## src/design/ebi_defines.svh

```systemverilog
`ifndef EBI_DEFINES_SVH
`define EBI_DEFINES_SVH
// ----------------------------------------
// Timing
// ----------------------------------------
`define EBI_CLK_MHZ      40
// Least width of a read or store strobe, in ns
`define EBI_STRB_MIN_NS  75
// Same in clock cycles, rounded up
`define EBI_STRB_CYC     ((`EBI_STRB_MIN_NS * `EBI_CLK_MHZ + 999) / 1000)
// ----------------------------------------
// Clock output selection
// ----------------------------------------
`define EBI_CKSEL_DIV8   2'h0
`define EBI_CKSEL_DIV32  2'h1
`define EBI_CKSEL_SUB    2'h2
// Divider bits giving main clock / 8 and / 32
`define EBI_DIV8_BIT     2
`define EBI_DIV32_BIT    4
// ----------------------------------------
// Address fields
// ----------------------------------------
// Space select taken from the top two address bits
`define EBI_SPACE_LSB    18
`endif

```

## src/design/ebi_pkg.sv

```systemverilog
package ebi_pkg;
	// Bus cycle sequencer states
	typedef enum logic [2:0] {
		st_idle = 3'b000,
		st_addr = 3'b001,
		st_strb = 3'b010,
		st_done = 3'b011,
		st_hold = 3'b100
	} ebi_state_t;
endpackage : ebi_pkg

```

## src/design/ebi_top.sv

```systemverilog
`timescale 1ns/1ps
`include "ebi_defines.svh"
// What this block does
// - 8-bit mux: low pins carry address, then data
// - 16-bit mux: A0 dedicated, A1-A7 share D0-D6
// - 16-bit mux: A8 shares D7; A9-A15 plain
// - Separate bus drives A8-A15 on own pins
// - Drive A16-A19 on dedicated pins
// - One of four active-low space selects per access
// - Software picks split or single store strobes
// - Split: even writes low strobe, odd high; 8-bit bus uses low only
// - Single: store strobe, read strobe, odd byte enable
// - Hold request low keeps hold, ack low
// - Address latch strobe marks address on pins
// - Ready input low stretches the access
// - Clock pin: main/8, main/32 or sub clock
module ebi_top (
	input  wire logic        mclk_i,
	input  wire logic        nrst_i,
	input  wire logic        mux_en_i,           // Multiplexed address/data bus
	input  wire logic        strobe_single_i,    // 1: store strobe plus byte enable
	input  wire logic        single_chip_i,      // Enables the clock output pin
	input  wire logic [1:0]  clk_sel_i,          // Clock output source
	input  wire logic        bus_width_8_i,      // Width pin, high for 8-bit
	input  wire logic        hold_n_i,           // Bus release request pin
	input  wire logic        rdy_n_i,            // Ready pin, low stretches
	input  wire logic        sub_osc_input_i,    // Sub oscillator pin
	input  wire logic        req_i,              // Access request
	input  wire logic        wr_i,               // 1: write
	input  wire logic        word_i,             // 1: 16-bit access
	input  wire logic [19:0] addr_i,             // Byte address
	input  wire logic [15:0] wdata_i,            // Lane-aligned write data
	output logic             done_o,             // Access finished pulse
	output logic [15:0]      rdata_o,            // Lane-aligned read data
	output logic [7:0]       alo_o,              // Low address / muxed pins
	output logic [7:0]       alo_oe_o,
	input  wire logic [7:0]  alo_i,
	output logic [7:0]       amid_o,             // Middle address pins
	output logic [7:0]       amid_oe_o,
	input  wire logic [7:0]  amid_i,
	output logic [15:0]      dbus_o,             // Separate data pins
	output logic [15:0]      dbus_oe_o,
	input  wire logic [15:0] dbus_i,
	output logic [3:0]       ahi_o,              // High address pins
	output logic [3:0]       space_select_n_o,
	output logic             low_byte_store_strobe_n_o,
	output logic             high_byte_store_strobe_n_o,
	output logic             rd_n_o,
	output logic             ctl_oe_o,           // Enable for address/strobe pins
	output logic             ale_o,
	output logic             bclk_o,
	output logic             bus_release_ack_n_o,
	output logic             clock_out_pin_o
);
	// ----------------------------------------
	// Declarations
	// ----------------------------------------
	ebi_pkg::ebi_state_t state_r, state_nxt;   // Sequencer
	logic [1:0]  cnt_r;                         // Strobe width count
	logic [19:0] addr_r;                        // Latched request
	logic [15:0] wdata_r;
	logic        wr_r, word_r;
	logic [19:0] a_nxt;                         // Request seen by pins
	logic [15:0] wd_nxt;
	logic        wr_nxt, word_nxt;
	logic [1:0]  ln;                            // Byte lanes {hi, lo}
	logic        strb, addr_ph;                 // Next phase decode
	logic [1:0]  bus8_m, hold_m, rdy_m, sub_m;  // Synchroniser stages {second, first}
	logic        bus8_s, hold_n_s, rdy_n_s, sub_s;
	logic [31:0] din_m, din_s;                  // Data pin synchroniser
	logic [4:0]  div_r;                         // Clock output divider

	// Byte lanes used by an access
	function automatic logic [1:0] lanes(input logic a0, input logic wd, input logic b8);
		lanes = {a0 | (wd & ~b8), ~a0 | (wd & ~b8)};
	endfunction : lanes

	// ----------------------------------------
	// Pin synchronisers
	// ----------------------------------------
	// Two stages for every pin input
	always_ff @(posedge mclk_i or negedge nrst_i) begin
		if (!nrst_i) begin
			bus8_m <= 2'h0;
			hold_m <= 2'h3;
			rdy_m  <= 2'h3;
			sub_m  <= 2'h0;
		end else begin
			bus8_m <= {bus8_m[0], bus_width_8_i};
			hold_m <= {hold_m[0], hold_n_i};
			rdy_m  <= {rdy_m[0], rdy_n_i};
			sub_m  <= {sub_m[0], sub_osc_input_i};
		end
	end
	assign bus8_s   = bus8_m[1];
	assign hold_n_s = hold_m[1];
	assign rdy_n_s  = rdy_m[1];
	assign sub_s    = sub_m[1];

	// Data pins for reads
	always_ff @(posedge mclk_i or negedge nrst_i) begin
		if (!nrst_i) begin
			din_m <= 32'h0;
			din_s <= 32'h0;
		end else begin
			din_m <= {dbus_i, amid_i, alo_i};
			din_s <= din_m;
		end
	end

	// ----------------------------------------
	// Bus cycle sequencer
	// ----------------------------------------
	// Next state; hold wins over a new request
	always_comb begin
		state_nxt = state_r;
		case (state_r)
			ebi_pkg::st_idle: begin
				if (!hold_n_s)
					state_nxt = ebi_pkg::st_hold;
				else if (req_i)
					state_nxt = ebi_pkg::st_addr;
			end
			ebi_pkg::st_addr: state_nxt = ebi_pkg::st_strb;
			ebi_pkg::st_strb: begin
				if (cnt_r == 2'h0 && rdy_n_s)
					state_nxt = ebi_pkg::st_done;
			end
			ebi_pkg::st_done: state_nxt = ebi_pkg::st_idle;
			ebi_pkg::st_hold: begin
				if (hold_n_s)
					state_nxt = ebi_pkg::st_idle;
			end
			default: state_nxt = ebi_pkg::st_idle;
		endcase
	end

	// State and strobe width counter
	always_ff @(posedge mclk_i or negedge nrst_i) begin
		if (!nrst_i) begin
			state_r <= ebi_pkg::st_idle;
			cnt_r   <= 2'h0;
		end else begin
			state_r <= state_nxt;
			if (state_nxt == ebi_pkg::st_strb && state_r != ebi_pkg::st_strb)
				cnt_r <= 2'(`EBI_STRB_CYC - 1);
			else if (cnt_r != 2'h0)
				cnt_r <= cnt_r - 2'h1;
		end
	end

	// Request capture when taken
	always_ff @(posedge mclk_i or negedge nrst_i) begin
		if (!nrst_i) begin
			addr_r  <= 20'h0;
			wdata_r <= 16'h0;
			wr_r    <= 1'b0;
			word_r  <= 1'b0;
		end else begin
			addr_r  <= a_nxt;
			wdata_r <= wd_nxt;
			wr_r    <= wr_nxt;
			word_r  <= word_nxt;
		end
	end

	// Request as the pins will carry it
	always_comb begin
		a_nxt    = addr_r;
		wd_nxt   = wdata_r;
		wr_nxt   = wr_r;
		word_nxt = word_r;
		if (state_r == ebi_pkg::st_idle && state_nxt == ebi_pkg::st_addr) begin
			a_nxt    = addr_i;
			wd_nxt   = wdata_i;
			wr_nxt   = wr_i;
			word_nxt = word_i;
		end
	end
	assign strb    = (state_nxt == ebi_pkg::st_strb);
	assign addr_ph = (state_nxt == ebi_pkg::st_addr) | strb;
	assign ln      = lanes(a_nxt[0], word_nxt, bus8_s);

	// ----------------------------------------
	// Address and data pins
	// ----------------------------------------
	always_ff @(posedge mclk_i or negedge nrst_i) begin
		if (!nrst_i) begin
			alo_o     <= 8'h0;
			alo_oe_o  <= 8'h0;
			amid_o    <= 8'h0;
			amid_oe_o <= 8'h0;
			dbus_o    <= 16'h0;
			dbus_oe_o <= 16'h0;
			ahi_o     <= 4'h0;
			ctl_oe_o  <= 1'b0;
		end else if (state_nxt == ebi_pkg::st_hold) begin
			alo_oe_o  <= 8'h0;
			amid_oe_o <= 8'h0;
			dbus_oe_o <= 16'h0;
			ctl_oe_o  <= 1'b0;
		end else begin
			ctl_oe_o  <= 1'b1;
			alo_oe_o  <= 8'hff;
			amid_oe_o <= 8'hff;
			dbus_oe_o <= 16'h0;
			ahi_o     <= a_nxt[19:16];
			alo_o     <= a_nxt[7:0];
			amid_o    <= a_nxt[15:8];
			if (strb && mux_en_i && bus8_s) begin
				// Low pins turn to data D0-D7
				alo_o    <= wd_nxt[7:0];
				alo_oe_o <= {8{wr_nxt}};
			end else if (strb && mux_en_i) begin
				// A0 stays; A1-A7 and A8 turn to data
				alo_o     <= {wd_nxt[6:0], a_nxt[0]};
				alo_oe_o  <= {{7{wr_nxt}}, 1'b1};
				amid_o    <= {a_nxt[15:9], wd_nxt[7]};
				amid_oe_o <= {7'h7f, wr_nxt};
				dbus_o    <= {wd_nxt[15:8], 8'h0};
				dbus_oe_o <= {{8{wr_nxt}}, 8'h0};
			end else if (strb) begin
				// Separate bus: data on its own pins
				dbus_o    <= wd_nxt;
				dbus_oe_o <= {{8{wr_nxt & ~bus8_s}}, {8{wr_nxt}}};
			end
		end
	end

	// ----------------------------------------
	// Strobes and selects
	// ----------------------------------------
	always_ff @(posedge mclk_i or negedge nrst_i) begin
		if (!nrst_i) begin
			low_byte_store_strobe_n_o  <= 1'b1;
			high_byte_store_strobe_n_o <= 1'b1;
			rd_n_o                     <= 1'b1;
			ale_o                      <= 1'b0;
			space_select_n_o           <= 4'hf;
		end else begin
			ale_o  <= (state_nxt == ebi_pkg::st_addr);
			rd_n_o <= ~(strb & ~wr_nxt);
			space_select_n_o <= addr_ph ?
				~(4'h1 << a_nxt[`EBI_SPACE_LSB +: 2]) : 4'hf;
			if (strobe_single_i) begin
				// Store strobe plus upper byte enable
				low_byte_store_strobe_n_o  <= ~(strb & wr_nxt);
				high_byte_store_strobe_n_o <= ~(addr_ph & ln[1]);
			end else begin
				// Split strobes per byte lane
				low_byte_store_strobe_n_o  <= ~(strb & wr_nxt & (ln[0] | bus8_s));
				high_byte_store_strobe_n_o <= ~(strb & wr_nxt & ln[1] & ~bus8_s);
			end
		end
	end

	// ----------------------------------------
	// Completion and read data
	// ----------------------------------------
	always_ff @(posedge mclk_i or negedge nrst_i) begin
		if (!nrst_i) begin
			done_o  <= 1'b0;
			rdata_o <= 16'h0;
		end else begin
			done_o <= (state_r == ebi_pkg::st_strb) && (state_nxt == ebi_pkg::st_done);
			if (state_r == ebi_pkg::st_strb && state_nxt == ebi_pkg::st_done && !wr_r) begin
				if (mux_en_i && bus8_s)
					rdata_o <= {8'h0, din_s[7:0]};
				else if (mux_en_i)
					rdata_o <= {din_s[31:24], din_s[8], din_s[7:1]};
				else if (bus8_s)
					rdata_o <= {8'h0, din_s[23:16]};
				else
					rdata_o <= din_s[31:16];
			end
		end
	end

	// ----------------------------------------
	// Hold acknowledge, bus clock, clock pin
	// ----------------------------------------
	always_ff @(posedge mclk_i or negedge nrst_i) begin
		if (!nrst_i) begin
			bus_release_ack_n_o <= 1'b1;
			bclk_o              <= 1'b0;
			div_r               <= 5'h0;
			clock_out_pin_o     <= 1'b0;
		end else begin
			bus_release_ack_n_o <= (state_nxt != ebi_pkg::st_hold);
			bclk_o              <= ~bclk_o;
			div_r               <= div_r + 5'h1;
			// Selected clock only in single-chip mode
			if (!single_chip_i)
				clock_out_pin_o <= 1'b0;
			else if (clk_sel_i == `EBI_CKSEL_DIV8)
				clock_out_pin_o <= div_r[`EBI_DIV8_BIT];
			else if (clk_sel_i == `EBI_CKSEL_DIV32)
				clock_out_pin_o <= div_r[`EBI_DIV32_BIT];
			else if (clk_sel_i == `EBI_CKSEL_SUB)
				clock_out_pin_o <= sub_s;
			else
				clock_out_pin_o <= 1'b0;
		end
	end
endmodule : ebi_top

```

## config.mk

```make
export PLATFORM = sky130hd
export DESIGN_NAME = ebi_top
export DESIGN_NICKNAME = d
export VERILOG_FILES = /design/src/design/ebi_pkg.sv /design/src/design/ebi_top.sv
export VERILOG_INCLUDE_DIRS = /design/src /design/src/design
export SDC_FILE = /design/constraint.sdc
export NUM_CORES = 1
export LEC_CHECK = 0
export BUFFER_PORTS_ARGS = -buffer_cell sky130_fd_sc_hd__buf_4
export CELL_PAD_IN_SITES_DETAIL_PLACEMENT = 0
export CELL_PAD_IN_SITES_GLOBAL_PLACEMENT = 1
export CORE_MARGIN = 1.5
export CORE_UTILIZATION = 41
export CTS_CLUSTER_SIZE = 25
export DETAILED_ROUTE_END_ITERATION = 7
export HOLD_SLACK_MARGIN = 0.02
export PLACE_DENSITY_LB_ADDON = 0.1
export SETUP_SLACK_MARGIN = 0.4
export SLEW_MARGIN = 20
export SYNTH_ARGS = -nofsm -noshare
export SYNTH_HDL_FRONTEND = slang
export SYNTH_SLANG_ARGS = --single-unit
```

## constraint.sdc

```tcl
create_clock -name mclk_i -period 2.1 [get_ports mclk_i]
set_input_delay 0 -clock mclk_i [delete_from_list [all_inputs] [get_ports mclk_i]]
set_output_delay 0 -clock mclk_i [all_outputs]
set_load 0.02 [all_outputs]
```

==> summary.txt <==
Clock Root Buffer -> clkbuf_16
Critical Path RT -> 2420 ps
Slowest cell on crit path -> dfrtp_2
Worst-case clock skew -> 9.005 ps
Final HPWL from detailed placement -> 10200 um
ANT cells -> 0
Max-cap violation count -> 0
Later-pin clock latency in the skew report -> 430 ps
Max Fclk -> 546.3 MHz
Final net count -> 880
Synth unique cells -> 50
Power density cells -> 1286 nW/um2
Post-synthesis register bit count -> 176
CTS Buffer Depth -> 2
Synthesized net count -> 634
Final Non-Filler Cells -> 1025
Initial Utilization -> 41.78%
Routed WL -> 15100 um
Register area share after synthesis -> 67.07%
Rel. slew slack -> 57.33%
Drc violations -> 0
RSZ-0062 raised after global routing -> yes
Setup Viol. Count Final -> 0
GRT Util Overall -> 18.93%
Final hold slack -> 136.3 ps
Drt wl/cell -> 14.73 um
EDFF count, synth -> 0
DR vias/cell -> 4.604
HP Class -> in2async
Total grt overflow -> 0
IO Port Bufs -> 171
Final Hold Viols -> 0
Synth Warn # -> 0
Worst slew pin tran -> 640.0 ps
Design Power -> 12.34 mW
Count of pins over their slew limit -> 0
Status -> finished, final reports clean
CTS tree -> done
Post-synthesis cell area -> 6589 um2
Largest net degree at the start of global routing -> 66
CP Class -> reg2reg
Global-route wire length before repair -> 24070 um
Area Overhead vs Synth -> 45.65%
Clock sinks -> 176
Drt pass-1 iters -> 4
Filler instances -> 1347
Gpl congestion -> 0.8120
Total CTS buffers -> 17
CP peak stage delay -> 450 ps
Post-layout minimum cycle time -> 1831 ps
Reg2Reg Setup Slack -> 270 ps
Row count -> 46
Critical Path End Type -> register
Initial antenna violation count -> 0
Vias post-DR -> 4719
Leakage -> 4.628 nW
Placed Instances -> 906
Post-Synthesis Cells -> 550
Worst path arrival time -> 2150 ps
Clk slew on worst S/H paths -> 70 ps
Height of the die -> 129.8 um
Initial DRC Count -> 237
Vias in the first global route -> 4727
Synth Flop Type -> dfrtp_1
Asr flop ratio synth -> 100.0%
Syn_area_per_cell -> 11.98 um2
Share of cells above drive strength 1 -> 37.33%
Critical path, cell by cell -> nand2b_4 -> a21boi_4 -> or3b_4 -> or3_1 -> a32o_1
Worst IR Drop VDD -> 0.0007495 V
Die footprint -> 16840 um2
Setup_tns -> 0 ps
Die X -> 129.8 um
CP Launch Type -> register
DRT antenna net count -> 0
Final Cycle Share -> 87.17%
Crit Path Max Fanout -> 5
H-tree depth -> 4
CORE AREA -> 15770 um2
Ports -> 179
==> flip-flops by register name, indices dropped and copies added, names as in the netlist, 3 cells and up <==
| register | cells |
|---|---|
| wdata_r | 16 |
| rdata_o | 16 |
| state_r | 3 |
| div_r | 5 |
| din_m | 25 |
| addr_r | 20 |
| amid_o | 8 |
| alo_o | 8 |
| space_select_n_o | 4 |
| ahi_o | 4 |
| dbus_o | 16 |
| din_s | 25 |
==> repair_timing <==
| item | in CTS | in global routing |
|---|---|---|
| hold buffers | 72 | 0 |
| endpoints found under the hold margin | 159 | 0 |
| gates resized for setup | 11 | 10 |
| setup endpoints to repair | 44 | 48 |
| setup buffers | 11 | 4 |
| pin swaps | 5 | 9 |
==> Yosys cell counts (3+ instances only) <==
| cell type | number | area share, % |
|---|---|---|
| mux2i_1 | 15 | 2.3 |
| nor2_1 | 37 | 2.1 |
| dfstp_2 | 12 | 4.8 |
| o21ai_0 | 26 | 2.0 |
| a22o_1 | 8 | 1.1 |
| or3_1 | 8 | 0.76 |
| nor2b_1 | 3 | 0.28 |
| mux2_2 | 22 | 3.8 |
| nor3_1 | 4 | 0.30 |
| o21ai_1 | 4 | 0.30 |
| buf_2 | 7 | 0.53 |
| dfrtp_1 | 164 | 62 |
| clkbuf_1 | 12 | 0.68 |
| inv_1 | 8 | 0.46 |
| buf_4 | 27 | 3.1 |
| o21a_1 | 4 | 0.46 |
| nand2b_1 | 4 | 0.38 |
| a21oi_1 | 13 | 0.99 |
| or2_2 | 3 | 0.28 |
| o32ai_1 | 3 | 0.40 |
| nand2_1 | 126 | 7.2 |
| o32a_1 | 4 | 0.61 |
| a32o_1 | 3 | 0.46 |
==> metrics by stage <==
stage | util, % | area, um2 | setup slack (ps)
final | 60.85 | 9597 | 269.4
after global routing | 60.85 | 9597 | 208.7
after CTS | 60.43 | 9530 | 265.6
after detailed placement | 51.30 | 8090 | 145.4
after global placement | 51.30 | 8090 | 190.3
after floorplan | - | 6713 | 317.8
==> area by class of cell <==
| cell class | instances | area [um2] | share of cell area [%] |
|---|---|---|---|
| multi-input combinational | 316 | 1953 | 20.35 |
| tap | 216 | 270.3 | 2.816 |
| clock inverter | 14 | 162.7 | 1.695 |
| inverter | 9 | 38.79 | 0.4042 |
| clock buffer | 18 | 429.2 | 4.472 |
| sequential | 176 | 4422 | 46.08 |
| timing repair buffer | 276 | 2321 | 24.19 |
==> worst max-delay path, delay by kind of cell (launching register included) <==
family | cells | cell delay [ps]
flops | 1 | 450
compound gates | 2 | 370
simple gates | 3 | 900
==> report_power, final <==
part | switching [mW] | internal (mW)
clock network | 1.44 | 1.70
registers | 0.604 | 4.40
logic | 2.18 | 2.01
==> logic make-up after synthesis <==
logic type	count (synthesis)	share of synthesized area [%]
and+or+nand+nor	196	12.78
DFF	176	67.07
AOI/OAI and AO/OA	75	7.691
buffers and inverters	58	5.108
muxes	39	6.437
xor gates and xnor gates	4	0.5318
adders and majority gates	2	0.3797
==> worst paths after layout <==
kind / start / endpoint / cells past startpoint
worst max-delay path: state_r[1] / alo_o[1] / 5
worst min-delay path: nrst_i / alo_o[5] / 2
worst max register to register: state_r[1] / alo_o[1] / 5
worst min register to register: din_m[7] / din_s[7] / 0
max in group asynchronous: nrst_i / space_select_n_o[2] / 3
min in group mclk_i: req_i / wdata_r[7] / 4
==> placed cells by master (no fill, tap or decap), types with 3 or more instances in the layout <==
cell,Yosys,final
mux2_2,22,13
a32o_1,3,3
inv_8,0,6
inv_1,8,5
clkinvlp_4,0,3
or3_1,8,8
o21ai_1,4,4
buf_6,1,5
inv_6,0,3
dfrtp_1,164,162
o21ai_0,26,26
o21a_1,4,4
nor2_1,37,35
or2_2,3,3
o32a_1,4,4
nand2_1,126,120
mux2_4,1,11
o32ai_1,3,3
buf_4,27,195
nand2_2,1,5
a21oi_1,13,13
mux2i_1,15,15
inv_2,0,3
dlygate4sd3_1,0,72
a22o_1,8,8
buf_12,0,4
clkbuf_16,0,17
dfstp_2,12,12
nand2b_1,4,3
==> metal layers <==
layer  wire (um)  track usage (%)  up-vias
met5           0                0        -
met4         134            5.490        0
met3         592            4.551       11
met2        7603            31.50      113
met1        6770            24.86     2308
li1            -                -     2287
Note: power is estimated with default switching activity, not from simulation.
